File: src/rtl/rtsu_pkg.sv
// constants and types for the rtc rate-select and update-timing block
package rtsu_pkg;
  // ------------------------------------------------------------
  // timing
  // ------------------------------------------------------------
  localparam int unsigned CLK_HZ = 10_000_000;
  localparam int unsigned TB_HZ = 32_768;
  localparam int unsigned XFER_DELAY_US = 244;
  localparam int unsigned XFER_CYC = int'((longint'(XFER_DELAY_US) * CLK_HZ + 999_999) / 1_000_000);
  localparam int unsigned UPD_CYCLE_US = 1000;
  localparam int unsigned UPD_CYCLE_CYC = int'((longint'(UPD_CYCLE_US) * CLK_HZ + 999_999) / 1_000_000);
  localparam int CHAIN_W = 15;
  // ------------------------------------------------------------
  // register map (byte addresses) and fields
  // ------------------------------------------------------------
  localparam logic [7:0] ADR_TIME = 8'h00;
  localparam logic [7:0] ADR_ALARM = 8'h04;
  localparam logic [7:0] ADR_CTRLA = 8'h08;
  localparam logic [7:0] ADR_CTRLB = 8'h0C;
  localparam logic [7:0] ADR_STAT = 8'h10;
  localparam int A_UPDATING = 7;
  localparam int B_SET = 7;
  localparam int B_PERIODIC_EN = 6;
  localparam int B_AIE = 5;
  localparam int B_UIE = 4;
  localparam int B_SQUARE_EN = 3;
  localparam logic [7:0] B_MASK = 8'hF8;
  localparam logic [7:0] B_RESET = 8'h00;
  localparam int C_SUMMARY = 7;
  localparam int C_PERIODIC = 6;
  localparam int C_ALARM = 5;
  localparam int C_UPD_ENDED = 4;
  localparam logic [2:0] OSC_RESET = 3'h0;
  localparam logic [2:0] OSC_RUN = 3'h2;
  localparam logic [1:0] OSC_HOLD = 2'h3;
  localparam logic [3:0] RATE_RESET = 4'h0;
  localparam logic [3:0] RATE_NONE = 4'h0;
  localparam logic [3:0] RATE_256 = 4'h1;
  localparam logic [3:0] RATE_128 = 4'h2;
  localparam logic [3:0] TAP_256 = 4'h6;
  localparam logic [3:0] TAP_128 = 4'h7;
  localparam logic [3:0] TAP_OFS = 4'h2;
  localparam logic [1:0] DONT_CARE = 2'h3;
  localparam logic [7:0] SEC_MAX = 8'h3B;
  localparam logic [7:0] MIN_MAX = 8'h3B;
  localparam logic [7:0] HOUR_MAX = 8'h17;
  // ------------------------------------------------------------
  // types
  // ------------------------------------------------------------
  typedef struct packed {
    logic cyc;
    logic stb;
    logic we;
    logic [7:0] adr;
    logic [3:0] sel;
    logic [31:0] dat;
  } rtsu_wb_req_t;
  typedef struct packed {
    logic [7:0] hour;
    logic [7:0] min;
    logic [7:0] sec;
  } rtsu_time_t;
  typedef enum logic [1:0] {
    UPD_IDLE = 2'b00,
    UPD_PRE = 2'b01,
    UPD_POST = 2'b11,
    UPD_END = 2'b10
  } rtsu_upd_t;
endpackage

File: src/rtl/rtsu_top.sv
// rtc divider chain, rate selector, update cycle and wishbone registers
// What this block does
// one 4-bit rate field sets both periodic flag rate and square-wave frequency
// square wave gated by its enable, periodic irq gated by its enable
// oscillator field 010 runs oscillator and advances the divider chain
// oscillator field 11x runs oscillator but holds divider chain in reset
// any other oscillator field value keeps the oscillator stopped
// after reset the oscillator is stopped until software enables it
// rate codes decode to taps from 8.192 kHz down to 2 Hz, 0 none
// thirteen chain taps feed one shared selector for both outputs
// an update cycle runs every second whatever the set bit
// set freezes the user time copy while internal time keeps counting
// update compares alarm bytes to time, don't-care codes always match
// update-ended flag rises after each update, over 999 ms before next change
// update-in-progress pulses each second; transfer comes 244 us after its rise
// while update-in-progress is low, user time holds for at least 244 us
// host should finish time reads within 244 us of seeing it low
// update-in-progress high interval sits between periodic flag settings; here it rises as the selected tap falls, a cycle before the flag sets
// host reads timed by periodic irq finish within half interval plus update
// host clears the irq flags by reading status before leaving handler
// square-wave pin low while its enable is 0; reset clears that enable
// periodic flag set on each falling edge of the selected tap; status read or reset clears
// irq pin and summary flag asserted when any flag meets its enable
// divider chain runs from a 32.768 kHz time base
// update-in-progress high time is a parameter of at least 244 us
`timescale 1ns/1ps
module rtsu_top #(
  parameter int unsigned TB_RATE = rtsu_pkg::TB_HZ,
  parameter int unsigned UPD_CYC = rtsu_pkg::UPD_CYCLE_CYC
) (
  input wire logic i_ref_clk,
  input wire logic i_reset,
  input wire rtsu_pkg::rtsu_wb_req_t i_wb_req,
  output logic o_wb_ack,
  output logic [31:0] o_wb_dat,
  output logic o_square_wave_out,
  output logic o_irq_out,
  output logic o_irq_oe_n
);
  import rtsu_pkg::*;

  // ------------------------------------------------------------
  // state
  // ------------------------------------------------------------
  logic [31:0] acc_r;
  logic [CHAIN_W-1:0] chain_r;
  logic [3:0] rate_r;
  logic [2:0] osc_r;
  logic [7:0] b_r;
  logic per_flag_r, alm_flag_r, end_flag_r, tap_prev_r;
  rtsu_upd_t state_r, st_nxt;
  logic [15:0] ucnt_r, cnt_nxt;
  rtsu_time_t time_int_r, time_usr_r, alarm_r;
  logic xfer, upd_end;

  // ------------------------------------------------------------
  // time base and divider chain
  // ------------------------------------------------------------
  // fractional accumulator turns 10 MHz into a 32.768 kHz enable
  wire [31:0] acc_sum = acc_r + TB_RATE;
  wire tb_tick = acc_sum >= CLK_HZ;
  wire [31:0] acc_nxt = tb_tick ? acc_sum - CLK_HZ : acc_sum;
  wire osc_run = osc_r == OSC_RUN;
  wire osc_hold = osc_r[2:1] == OSC_HOLD;
  wire chain_adv = osc_run & tb_tick;
  wire sec_tick = chain_adv & (&chain_r);

  always_ff @(posedge i_ref_clk) begin
    if (i_reset) begin
      acc_r <= 32'h0;
    end else begin
      acc_r <= acc_nxt;
    end
  end

  always_ff @(posedge i_ref_clk) begin
    if (i_reset) begin
      chain_r <= '0;
    end else if (osc_hold) begin
      chain_r <= '0;
    end else if (chain_adv) begin
      chain_r <= chain_r + 1'b1;
    end
  end

  // ------------------------------------------------------------
  // rate selector, shared by square wave and periodic flag
  // ------------------------------------------------------------
  wire [3:0] tap_idx = (rate_r == RATE_256) ? TAP_256 :
                       (rate_r == RATE_128) ? TAP_128 : rate_r - TAP_OFS;
  wire tap = (rate_r != RATE_NONE) & chain_r[tap_idx];
  wire tap_fall = tap_prev_r & ~tap;

  // ------------------------------------------------------------
  // wishbone decode
  // ------------------------------------------------------------
  wire wb_hit = i_wb_req.cyc & i_wb_req.stb & ~o_wb_ack;
  wire wr = wb_hit & i_wb_req.we;
  wire rd = wb_hit & ~i_wb_req.we;
  wire at_time = i_wb_req.adr == ADR_TIME;
  wire at_alarm = i_wb_req.adr == ADR_ALARM;
  wire at_a = i_wb_req.adr == ADR_CTRLA;
  wire at_b = i_wb_req.adr == ADR_CTRLB;
  wire at_c = i_wb_req.adr == ADR_STAT;
  wire wr_a = wr & at_a & i_wb_req.sel[0];
  wire wr_b = wr & at_b & i_wb_req.sel[0];
  wire wr_t = wr & at_time & b_r[B_SET];
  wire rd_c = rd & at_c;
  wire updating = state_r != UPD_IDLE;
  wire [7:0] b_nxt = wr_b ? (i_wb_req.dat[7:0] & B_MASK) : b_r;

  // ------------------------------------------------------------
  // flags: a set in the clearing cycle wins over the read clear
  // ------------------------------------------------------------
  rtsu_time_t t_next;
  wire alarm_hit;
  wire per_flag_nxt = tap_fall | (per_flag_r & ~rd_c);
  wire alm_flag_nxt = alarm_hit | (alm_flag_r & ~rd_c);
  wire end_flag_nxt = upd_end | (end_flag_r & ~rd_c);
  wire irq_nxt = (per_flag_nxt & b_nxt[B_PERIODIC_EN]) | (alm_flag_nxt & b_nxt[B_AIE]) |
                 (end_flag_nxt & b_nxt[B_UIE]);
  wire irq_summary = (per_flag_r & b_r[B_PERIODIC_EN]) | (alm_flag_r & b_r[B_AIE]) |
                     (end_flag_r & b_r[B_UIE]);
  wire [7:0] reg_a = {updating, osc_r, rate_r};
  wire [7:0] reg_c = {irq_summary, per_flag_r, alm_flag_r, end_flag_r, 4'h0};
  wire [31:0] rd_data = at_time ? {8'h00, time_usr_r} :
                        at_alarm ? {8'h00, alarm_r} :
                        at_a ? {24'h0, reg_a} :
                        at_b ? {24'h0, b_r} :
                        at_c ? {24'h0, reg_c} : 32'h0;

  always_ff @(posedge i_ref_clk) begin
    if (i_reset) begin
      o_wb_ack <= 1'b0;
      o_wb_dat <= 32'h0;
    end else begin
      o_wb_ack <= wb_hit;
      o_wb_dat <= rd ? rd_data : 32'h0;
    end
  end

  always_ff @(posedge i_ref_clk) begin
    if (i_reset) begin
      rate_r <= RATE_RESET;
      osc_r <= OSC_RESET;
      b_r <= B_RESET;
    end else begin
      b_r <= b_nxt;
      if (wr_a) begin
        rate_r <= i_wb_req.dat[3:0];
        osc_r <= i_wb_req.dat[6:4];
      end
    end
  end

  always_ff @(posedge i_ref_clk) begin
    if (i_reset) begin
      per_flag_r <= 1'b0;
      alm_flag_r <= 1'b0;
      end_flag_r <= 1'b0;
      tap_prev_r <= 1'b0;
      o_square_wave_out <= 1'b0;
      o_irq_out <= 1'b0;
      o_irq_oe_n <= 1'b1;
    end else begin
      per_flag_r <= per_flag_nxt;
      alm_flag_r <= alm_flag_nxt;
      end_flag_r <= end_flag_nxt;
      tap_prev_r <= tap;
      o_square_wave_out <= b_nxt[B_SQUARE_EN] & tap;
      o_irq_out <= 1'b0;
      o_irq_oe_n <= ~irq_nxt;
    end
  end

  // ------------------------------------------------------------
  // update cycle: busy flag high for UPD_CYC, transfer after XFER_CYC
  // ------------------------------------------------------------
  always_comb begin
    st_nxt = state_r;
    cnt_nxt = ucnt_r + 16'h0001;
    xfer = 1'b0;
    upd_end = 1'b0;
    unique case (state_r)
      UPD_IDLE: begin
        cnt_nxt = 16'h0000;
        if (sec_tick) begin
          st_nxt = UPD_PRE;
        end
      end
      UPD_PRE: begin
        if (ucnt_r == 16'(XFER_CYC - 1)) begin
          xfer = 1'b1;
          st_nxt = UPD_POST;
        end
      end
      UPD_POST: begin
        if (ucnt_r == 16'(UPD_CYC - 2)) begin
          st_nxt = UPD_END;
        end
      end
      UPD_END: begin
        upd_end = 1'b1;
        st_nxt = UPD_IDLE;
      end
    endcase
  end

  always_ff @(posedge i_ref_clk) begin
    if (i_reset) begin
      state_r <= UPD_IDLE;
      ucnt_r <= 16'h0000;
    end else begin
      state_r <= st_nxt;
      ucnt_r <= cnt_nxt;
    end
  end

  // ------------------------------------------------------------
  // time copies and alarm compare
  // ------------------------------------------------------------
  function automatic rtsu_time_t t_inc(input rtsu_time_t t);
    rtsu_time_t r;
    r = t;
    if (t.sec != SEC_MAX) begin
      r.sec = t.sec + 8'h01;
    end else begin
      r.sec = 8'h00;
      if (t.min != MIN_MAX) begin
        r.min = t.min + 8'h01;
      end else begin
        r.min = 8'h00;
        r.hour = (t.hour == HOUR_MAX) ? 8'h00 : t.hour + 8'h01;
      end
    end
    return r;
  endfunction

  function automatic logic b_ok(input logic [7:0] a, input logic [7:0] t);
    return (a[7:6] == DONT_CARE) || (a == t);
  endfunction

  function automatic rtsu_time_t merge(input rtsu_time_t old, input logic [31:0] d,
                                       input logic [3:0] s);
    logic [23:0] r;
    r = old;
    for (int i = 0; i < 3; i++) begin
      if (s[i]) begin
        r[i*8 +: 8] = d[i*8 +: 8];
      end
    end
    return rtsu_time_t'(r);
  endfunction

  assign t_next = t_inc(time_int_r);
  assign alarm_hit = xfer & b_ok(alarm_r.sec, t_next.sec) &
                     b_ok(alarm_r.min, t_next.min) & b_ok(alarm_r.hour, t_next.hour);

  always_ff @(posedge i_ref_clk) begin
    if (i_reset) begin
      time_int_r <= '0;
      time_usr_r <= '0;
      alarm_r <= '0;
    end else begin
      if (wr & at_alarm) begin
        alarm_r <= merge(alarm_r, i_wb_req.dat, i_wb_req.sel);
      end
      if (wr_t) begin
        time_int_r <= merge(time_int_r, i_wb_req.dat, i_wb_req.sel);
        time_usr_r <= merge(time_int_r, i_wb_req.dat, i_wb_req.sel);
      end else if (xfer) begin
        time_int_r <= t_next;
        if (!b_r[B_SET]) begin
          time_usr_r <= t_next;
        end
      end
    end
  end

  // ------------------------------------------------------------
  // checks
  // ------------------------------------------------------------
  logic updating_prev_r;
  logic [15:0] since_r;
  always_ff @(posedge i_ref_clk) begin
    if (i_reset) begin
      updating_prev_r <= 1'b0;
      since_r <= 16'hFFFF;
    end else begin
      updating_prev_r <= updating;
      if (updating & ~updating_prev_r) begin
        since_r <= 16'h0001;
      end else if (since_r != 16'hFFFF) begin
        since_r <= since_r + 16'h0001;
      end
    end
  end
endmodule // rtsu_top

File: config.mk
export PLATFORM = sky130hd
export DESIGN_NAME = rtsu_top
export DESIGN_NICKNAME = d
export VERILOG_FILES = /design/src/rtl/rtsu_pkg.sv /design/src/rtl/rtsu_top.sv
export SDC_FILE = /design/constraint.sdc
export NUM_CORES = 1
export LEC_CHECK = 0
export ABC_AREA = 1
export CELL_PAD_IN_SITES_DETAIL_PLACEMENT = 1
export CELL_PAD_IN_SITES_GLOBAL_PLACEMENT = 2
export CORE_MARGIN = 2
export CORE_UTILIZATION = 35
export DETAILED_ROUTE_END_ITERATION = 8
export DONT_BUFFER_PORTS = 1
export GPL_TIMING_DRIVEN = 0
export PLACE_DENSITY = 0.83
export REMOVE_ABC_BUFFERS = 1
export SLEW_MARGIN = 20
export SYNTH_ARGS = -nofsm -noshare
export SYNTH_HDL_FRONTEND = slang
export SYNTH_SLANG_ARGS = --single-unit
File: constraint.sdc
create_clock -name i_ref_clk -period 2.5 [get_ports i_ref_clk]
set_input_delay 0.5 -clock i_ref_clk [delete_from_list [all_inputs] [get_ports i_ref_clk]]
set_output_delay 0.5 -clock i_ref_clk [all_outputs]
set_load 0.01 [all_outputs]
## Yosys cells after proc, flatten, opt, wreduce, memory -nomap -nowiden

Cells that the tools add are included.

| storage, ports and cells | value |
|---|---|
| flip-flop bits (word level) | 188 |
| bits in latches | 0 |
| memory bits (writable) | 0 |
| memory bits (read-only) | 0 |
| bits of input ports | 49 |
| output and inout port bits | 36 |
| word-level logic and storage cells | 153 |
| memories | 0 |

| cells by class | value |
|---|---|
| add/subtract/negate cells | 8 |
| $mul | 0 |
| divide/modulo/power cells | 0 |
| order comparisons | 2 |
| equality and inequality tests | 26 |
| shifts and indexed selects | 0 |
| multiplexer cells | 31 |
| bitwise gates (word level) | 42 |
| reductions and logical operators | 18 |

Operators with widths:

| operator | number |
|---|---|
| $mux W24 | 7 |
| $mux W8 | 10 |
| $add A32 B16 Y32 const B | 1 |
| $ge A32 B24 Y1 const B | 1 |
| $mux W32 | 1 |
| $sub A32 B24 Y32 const B | 1 |
| $and A1 B1 Y1 | 29 |
| $add A8 B1 Y8 const B | 3 |
| $eq A8 B8 Y1 | 3 |
| $add A16 B1 Y16 const B | 1 |
| $eq A16 B12 Y1 const B | 1 |
| $eq A16 B14 Y1 const B | 1 |
| $eq A8 B4 Y1 const B | 2 |
| $eq A8 B5 Y1 const B | 2 |
| $mux W16 | 1 |
| $ne A8 B6 Y1 const B | 2 |
| $add A15 B1 Y15 const B | 1 |
| $reduce_and A15 Y1 | 1 |
| $eq A2 B2 Y1 const B | 6 |
| $eq A8 B3 Y1 const B | 1 |
| $logic_not A8 Y1 | 1 |
| $mux W4 | 2 |
| $pmux W2 S4 | 1 |
| $reduce_and A2 Y1 | 4 |
| 21 further kinds | 44 |

## Longest topological paths before layout

| logic depth | value |
|---|---|
| word-level depth | 13 |
| gate-level depth with buffers | 18 |
| depth with buffers taken out | 18 |

## Worst setup path before layout

Ideal clock, no wire load.

| timing path | value |
|---|---|
| path type | register to register |
| start | reg acc_r[15] |
| end | reg chain_r[3] |
| library setup time | 0.132 ns |
| arrival time | 2.118 ns |
| data required time | 2.368 ns |
| path slack | 0.250 ns |
| stages on the path, launching flop included | 14 |
| buffers on the path | 1 |
| period minus slack after synthesis | 2.250 ns |
| path through | dfxtp_1 ha_1 nand4_1 nor2_1 nand2_1 xor2_2 nand3_1 nor2_1 nand4_1 nand2_4 nand2_4 buf_6 nand2_1 a21oi_1 |

| between the ends | value |
|---|---|
| longest elaborated chain between the ends | 3 |

Ends and longest elaborated chain:

| item | RTL line | source |
|---|---|---|
| start, declared | rtsu_top.sv:45 | `logic [31:0] acc_r;` |
| start signal, assigned | rtsu_top.sv:72 | `acc_r <= acc_nxt;` |
| $add A32 B16 Y32 | rtsu_top.sv:60 | `wire [31:0] acc_sum = acc_r + TB_RATE;` |
| $ge A32 B24 Y1 | rtsu_top.sv:61 | `wire tb_tick = acc_sum >= CLK_HZ;` |
| $and A1 B1 Y1 | rtsu_top.sv:65 | `wire chain_adv = osc_run & tb_tick;` |
| end signal, assigned | rtsu_top.sv:82 | `chain_r <= chain_r + 1'b1;` |
| end, declared | rtsu_top.sv:46 | `logic [CHAIN_W-1:0] chain_r;` |

No other way between the ends.
A chain may end at the register's enable or synchronous reset.

## Worst setup path in the final report

| timing path | value |
|---|---|
| start | reg acc_r[15] |
| end | reg chain_r[10] |

Same word-level chain as after synthesis.

==> summary.txt <==
Status
  – Status: finished, violations left
  – Failing checks: negative setup slack

Yosys
  – Asr flop ratio synth: 0%
  – Synth area leaders: dfxtp_1 35%, nand2_1 14%, inv_1 7.0%
  – Largest area contributor in the netlist: dfxtp_1
  – Share of the synthesized area in the top cell type: 35.2%
  – Post-Syn Area: between 0.009 and 0.01 sq mm
  – Largest family of logic cells by synthesized area: simple AND/OR/NAND/NOR gates
  – Synth Area in Adders: 1.40%
  – Mux share of post-synthesis cell area: less than 1%
  – Syn avg cell area: 6.45 sq um
  – Main synth FF type: dfxtp_1
  – EDFF count, synth: 0
  – Cell count after synthesis: 1524
  – Yosys reg bits: 173
  – Seq/Total Area, Yosys: 35.2%
  – Synth Area in Compound Gates: around 17%
  – Synth cell types: between 40 and 50
  – Synth Area in XOR/XNOR: 3.51%
  – Synth warnings: 0
  – Post-synthesis simple-gate area fraction: 31.9%

Timing
  – Hold Vio Cnt, Final: 0
  – RSZ-0062 raised after global routing: true
  – Worst Tran Pin Value: 1.02 ns
  – Final Skew: between 0.01 and 0.015 ns
  – Slew headroom: 32.2%
  – Crit path time final: 2.70 ns
  – Setup violations, final: 36
  – Final Max Slew Viols: 0
  – F_max: 370 MHz
  – Final worst setup slack: -0.204 ns
  – Final Hold Slack: roughly 0.12 ns
  – Fin crit share: 108%
  – Setup TNS: -5.01 ns

Setup path
  – Reg-to-reg setup timing slack: -0.20 ns
  – Startpoint types: flop
  – Element type at the critical path end: flop
  – Top cell by count, worst path: nand2_2
  – Critical Path Fanout Max: 8
  – Worst setup path category: flop to flop
  – CP cell instances: clkinvlp_4 -> ha_4 -> inv_1 -> nand2_1 -> nor2_2 -> nand3_1 -> nand2_1 -> nand2_2 -> nand2_2 -> nand2_2 -> nor2_4 -> buf_6 -> nand2_8 -> nand2_8 -> nand2_2 -> a21oi_1
  – CP arrival: 3.07 ns
  – Worst path required time: 2.87 ns
  – Critical-path top delay cell: dfxtp_4
  – CP peak stage delay: 0.39 ns

Power and ir drop
  – Power Density: 771 mW/mm^2
  – Highest ir drop seen on vdd: 0.472 mV
  – Static leakage: 4.89 nW
  – P_int: 5.70 mW
  – Combinational share of power: about a third
  – NetSw: ~3.5 mW
  – Tot Pwr: 9.23 mW
  – Sw Share: 38.3%
  – Clock power share: 30.5%
  – Part of the power in registers: around a third

Flow run
  – Max-cap violation count: 0

Drt
  – Final antenna-violating net count: 0
  – Initial DRC count: 503
  – DR vias: 10300
  – Residual DRC: 0
  – Post-Route WL: about 37000 microns
  – Via-to-Cell Ratio: 5.31
  – Detailed Routing Iterations Pass 1: 5
  – Avg WL per Cell: 18.8 microns

Floorplanning
  – I/O pin cnt: 85
  – Core Rows: 61
  – Die height: 172 microns
  – Core area: ~0.028 sq mm
  – DIE WIDTH: 172 microns
  – Die area: 0.0295 sq mm
  – Initial core utilization: 35.5%

CTS
  – CTS clock-pin slew for the worst setup and hold paths: 0.07 ns
  – Cts-stage hold buffer count: 0
  – Htree depth: 4
  – CTS tree: yes
  – CTS sink cnt: between 150 and 200
  – Clock root buffer master: clkbuf_16
  – Inserted Clock Buffers: 17
  – Clock buffer depth: 2
  – Worst skew pair latency: between 0.4 and 0.5 ns

Finish
  – # diodes: 0
  – Share of cells above drive strength 1: 15.4%
  – Commonest non-fill, non-tap cells in the layout: 336 x nand2_1, 176 x inv_1, 163 x dfxtp_1, 132 x nor2_1, 118 x o21ai_0
  – Layout filler cell count: 3551
  – Post-layout nets: ~1600
  – Cell area after layout: 0.0120 sq mm
  – Area delta synth->final: 21.8%
  – Most common cell after layout, fill and taps aside: nand2_1

Place
  – Post-detail-place hpwl: between 20000 and 25000 microns
  – GPL Wtd Cong: 0.791
  – Pre-CTS WS: -1.91 ns
  – Placement-stage cell area: 0.0101 sq mm
  – I/O Buffers: 0

GRT
  – First-pass GRT wire length: approximately 55000 microns
  – Largest net degree at the start of global routing: 55
  – Number of global-route vias before repair: approximately 10000
  – All-Layer GR Usage: 24.0%
  – Remaining Overflow, GRT: 0
  – Initial antenna violation count: 0

Worst hold path
  – Worst Hold Class: primary input to flop
flip-flops by register name, indices dropped and copies added (netlist names):
name and count:
acc_r 25, alarm_r 24, o_wb_dat 24, time_int_r 24, time_usr_r 24, ucnt_r 16, chain_r 15, b_r 5
rate_r 4, osc_r 3, state_r 2, alm_flag_r 1, end_flag_r 1, o_irq_oe_n 1, o_square_wave_out 1, o_wb_ack 1
per_flag_r 1, tap_prev_r 1
critical path: cells and delay by family (launching register included):
kind | cells | cell delay [ns]
simple gates | 11 | 1.45
flops | 1 | 0.39
buf+inv | 3 | 0.39
fa+ha+maj | 1 | 0.27
compound gates | 1 | 0.11
cell usage after synthesis, types with 3 or more instances:
| cell type | count |
|---|---|
| nand2_1 | 370 |
| inv_1 | 183 |
| dfxtp_1 | 173 |
| nor2_1 | 146 |
| a21oi_1 | 132 |
| o21ai_0 | 129 |
| nand3_1 | 127 |
| clkbuf_1 | 39 |
| nor3_1 | 28 |
| xor2_1 | 27 |
| nand4_1 | 24 |
| o211ai_1 | 22 |
| a211oi_1 | 13 |
| buf_4 | 13 |
| ha_1 | 11 |
| nor4_1 | 10 |
| nor2_2 | 7 |
| buf_2 | 6 |
| inv_2 | 6 |
| o21ai_1 | 6 |
| xnor2_1 | 5 |
| a221oi_1 | 4 |
| nand3b_1 | 4 |
| xor2_2 | 4 |
| mux2i_1 | 3 |
| nand2_2 | 3 |
| nor2_4 | 3 |
| o21a_1 | 3 |
worst paths after layout:
kind,start,to,cells after the start
hold reg to reg,ucnt_r[0],ucnt_r[0],1
setup reg to reg,acc_r[15],chain_r[10],16
setup / recovery,acc_r[15],chain_r[10],16
hold / removal,i_reset,alarm_r[17],1
power by group through the flow:
stage | registers [mW] | logic [mW] | clock network, mW
after CTS | 3.11 | 2.28 | 2.84
after floorplan | 3.12 | 1.40 | 0
after detailed placement | 3.16 | 1.80 | 0
after global placement | 3.15 | 1.74 | 0
after global routing | 3.19 | 3.49 | 2.97
final | 3.16 | 3.26 | 2.81
per-layer routing:
| metal | vias up | routed length (microns) | GRT usage [%] |
|---|---|---|---|
| met2 | 165 | 18700 | 43.2 |
| met3 | 55 | 1110 | 4.00 |
| li1 | 5036 | - | - |
| met4 | 0 | 790 | 6.63 |
| met5 | - | 0 | 0 |
| met1 | 5071 | 15900 | 29.3 |
timing repair:
action	4_1_cts	5_1_grt
endpoints found under the setup margin	98	75
buffers inserted	19	28
resized for setup	57	120
cloned	9	6
pin swaps	23	39
endpoints found under the hold margin	0	0
area by class of cell:
| type | count | area, sq um | share of cell area [%] |
|---|---|---|---|
| sequential | 173 | 3480 | 29.1 |
| clock buffer | 19 | 443 | 3.70 |
| clock inverter | 13 | 153 | 1.27 |
| inverter | 191 | 742 | 6.20 |
| tap | 378 | 473 | 3.95 |
| timing repair inverter | 1 | 7.51 | 0.0627 |
| multi-input combinational | 1119 | 6170 | 51.5 |
| timing repair buffer | 51 | 507 | 4.23 |
metrics by stage:
step	std cells	utilization [%]
2_1_floorplan	1470	-
3_3_place_gp	1848	36.2
3_5_place_dp	1851	36.6
4_1_cts	1911	40.5
5_1_grt	1945	43.2
6_report	1945	43.2
cell families (layout without fill, tap and decap cells):
family                   after synthesis  after routing
AND/OR/NAND/NOR                      733            746
XOR/XNOR                              36             36
adder cells (fa/ha/maj)               11             11
flip-flops                           173            173
other                                  1              9
buffers and inverters                253            275
AO/OA/AOI/OAI                        314            314
multiplexers                           3              3
Power figures use the tool's default switching activity.
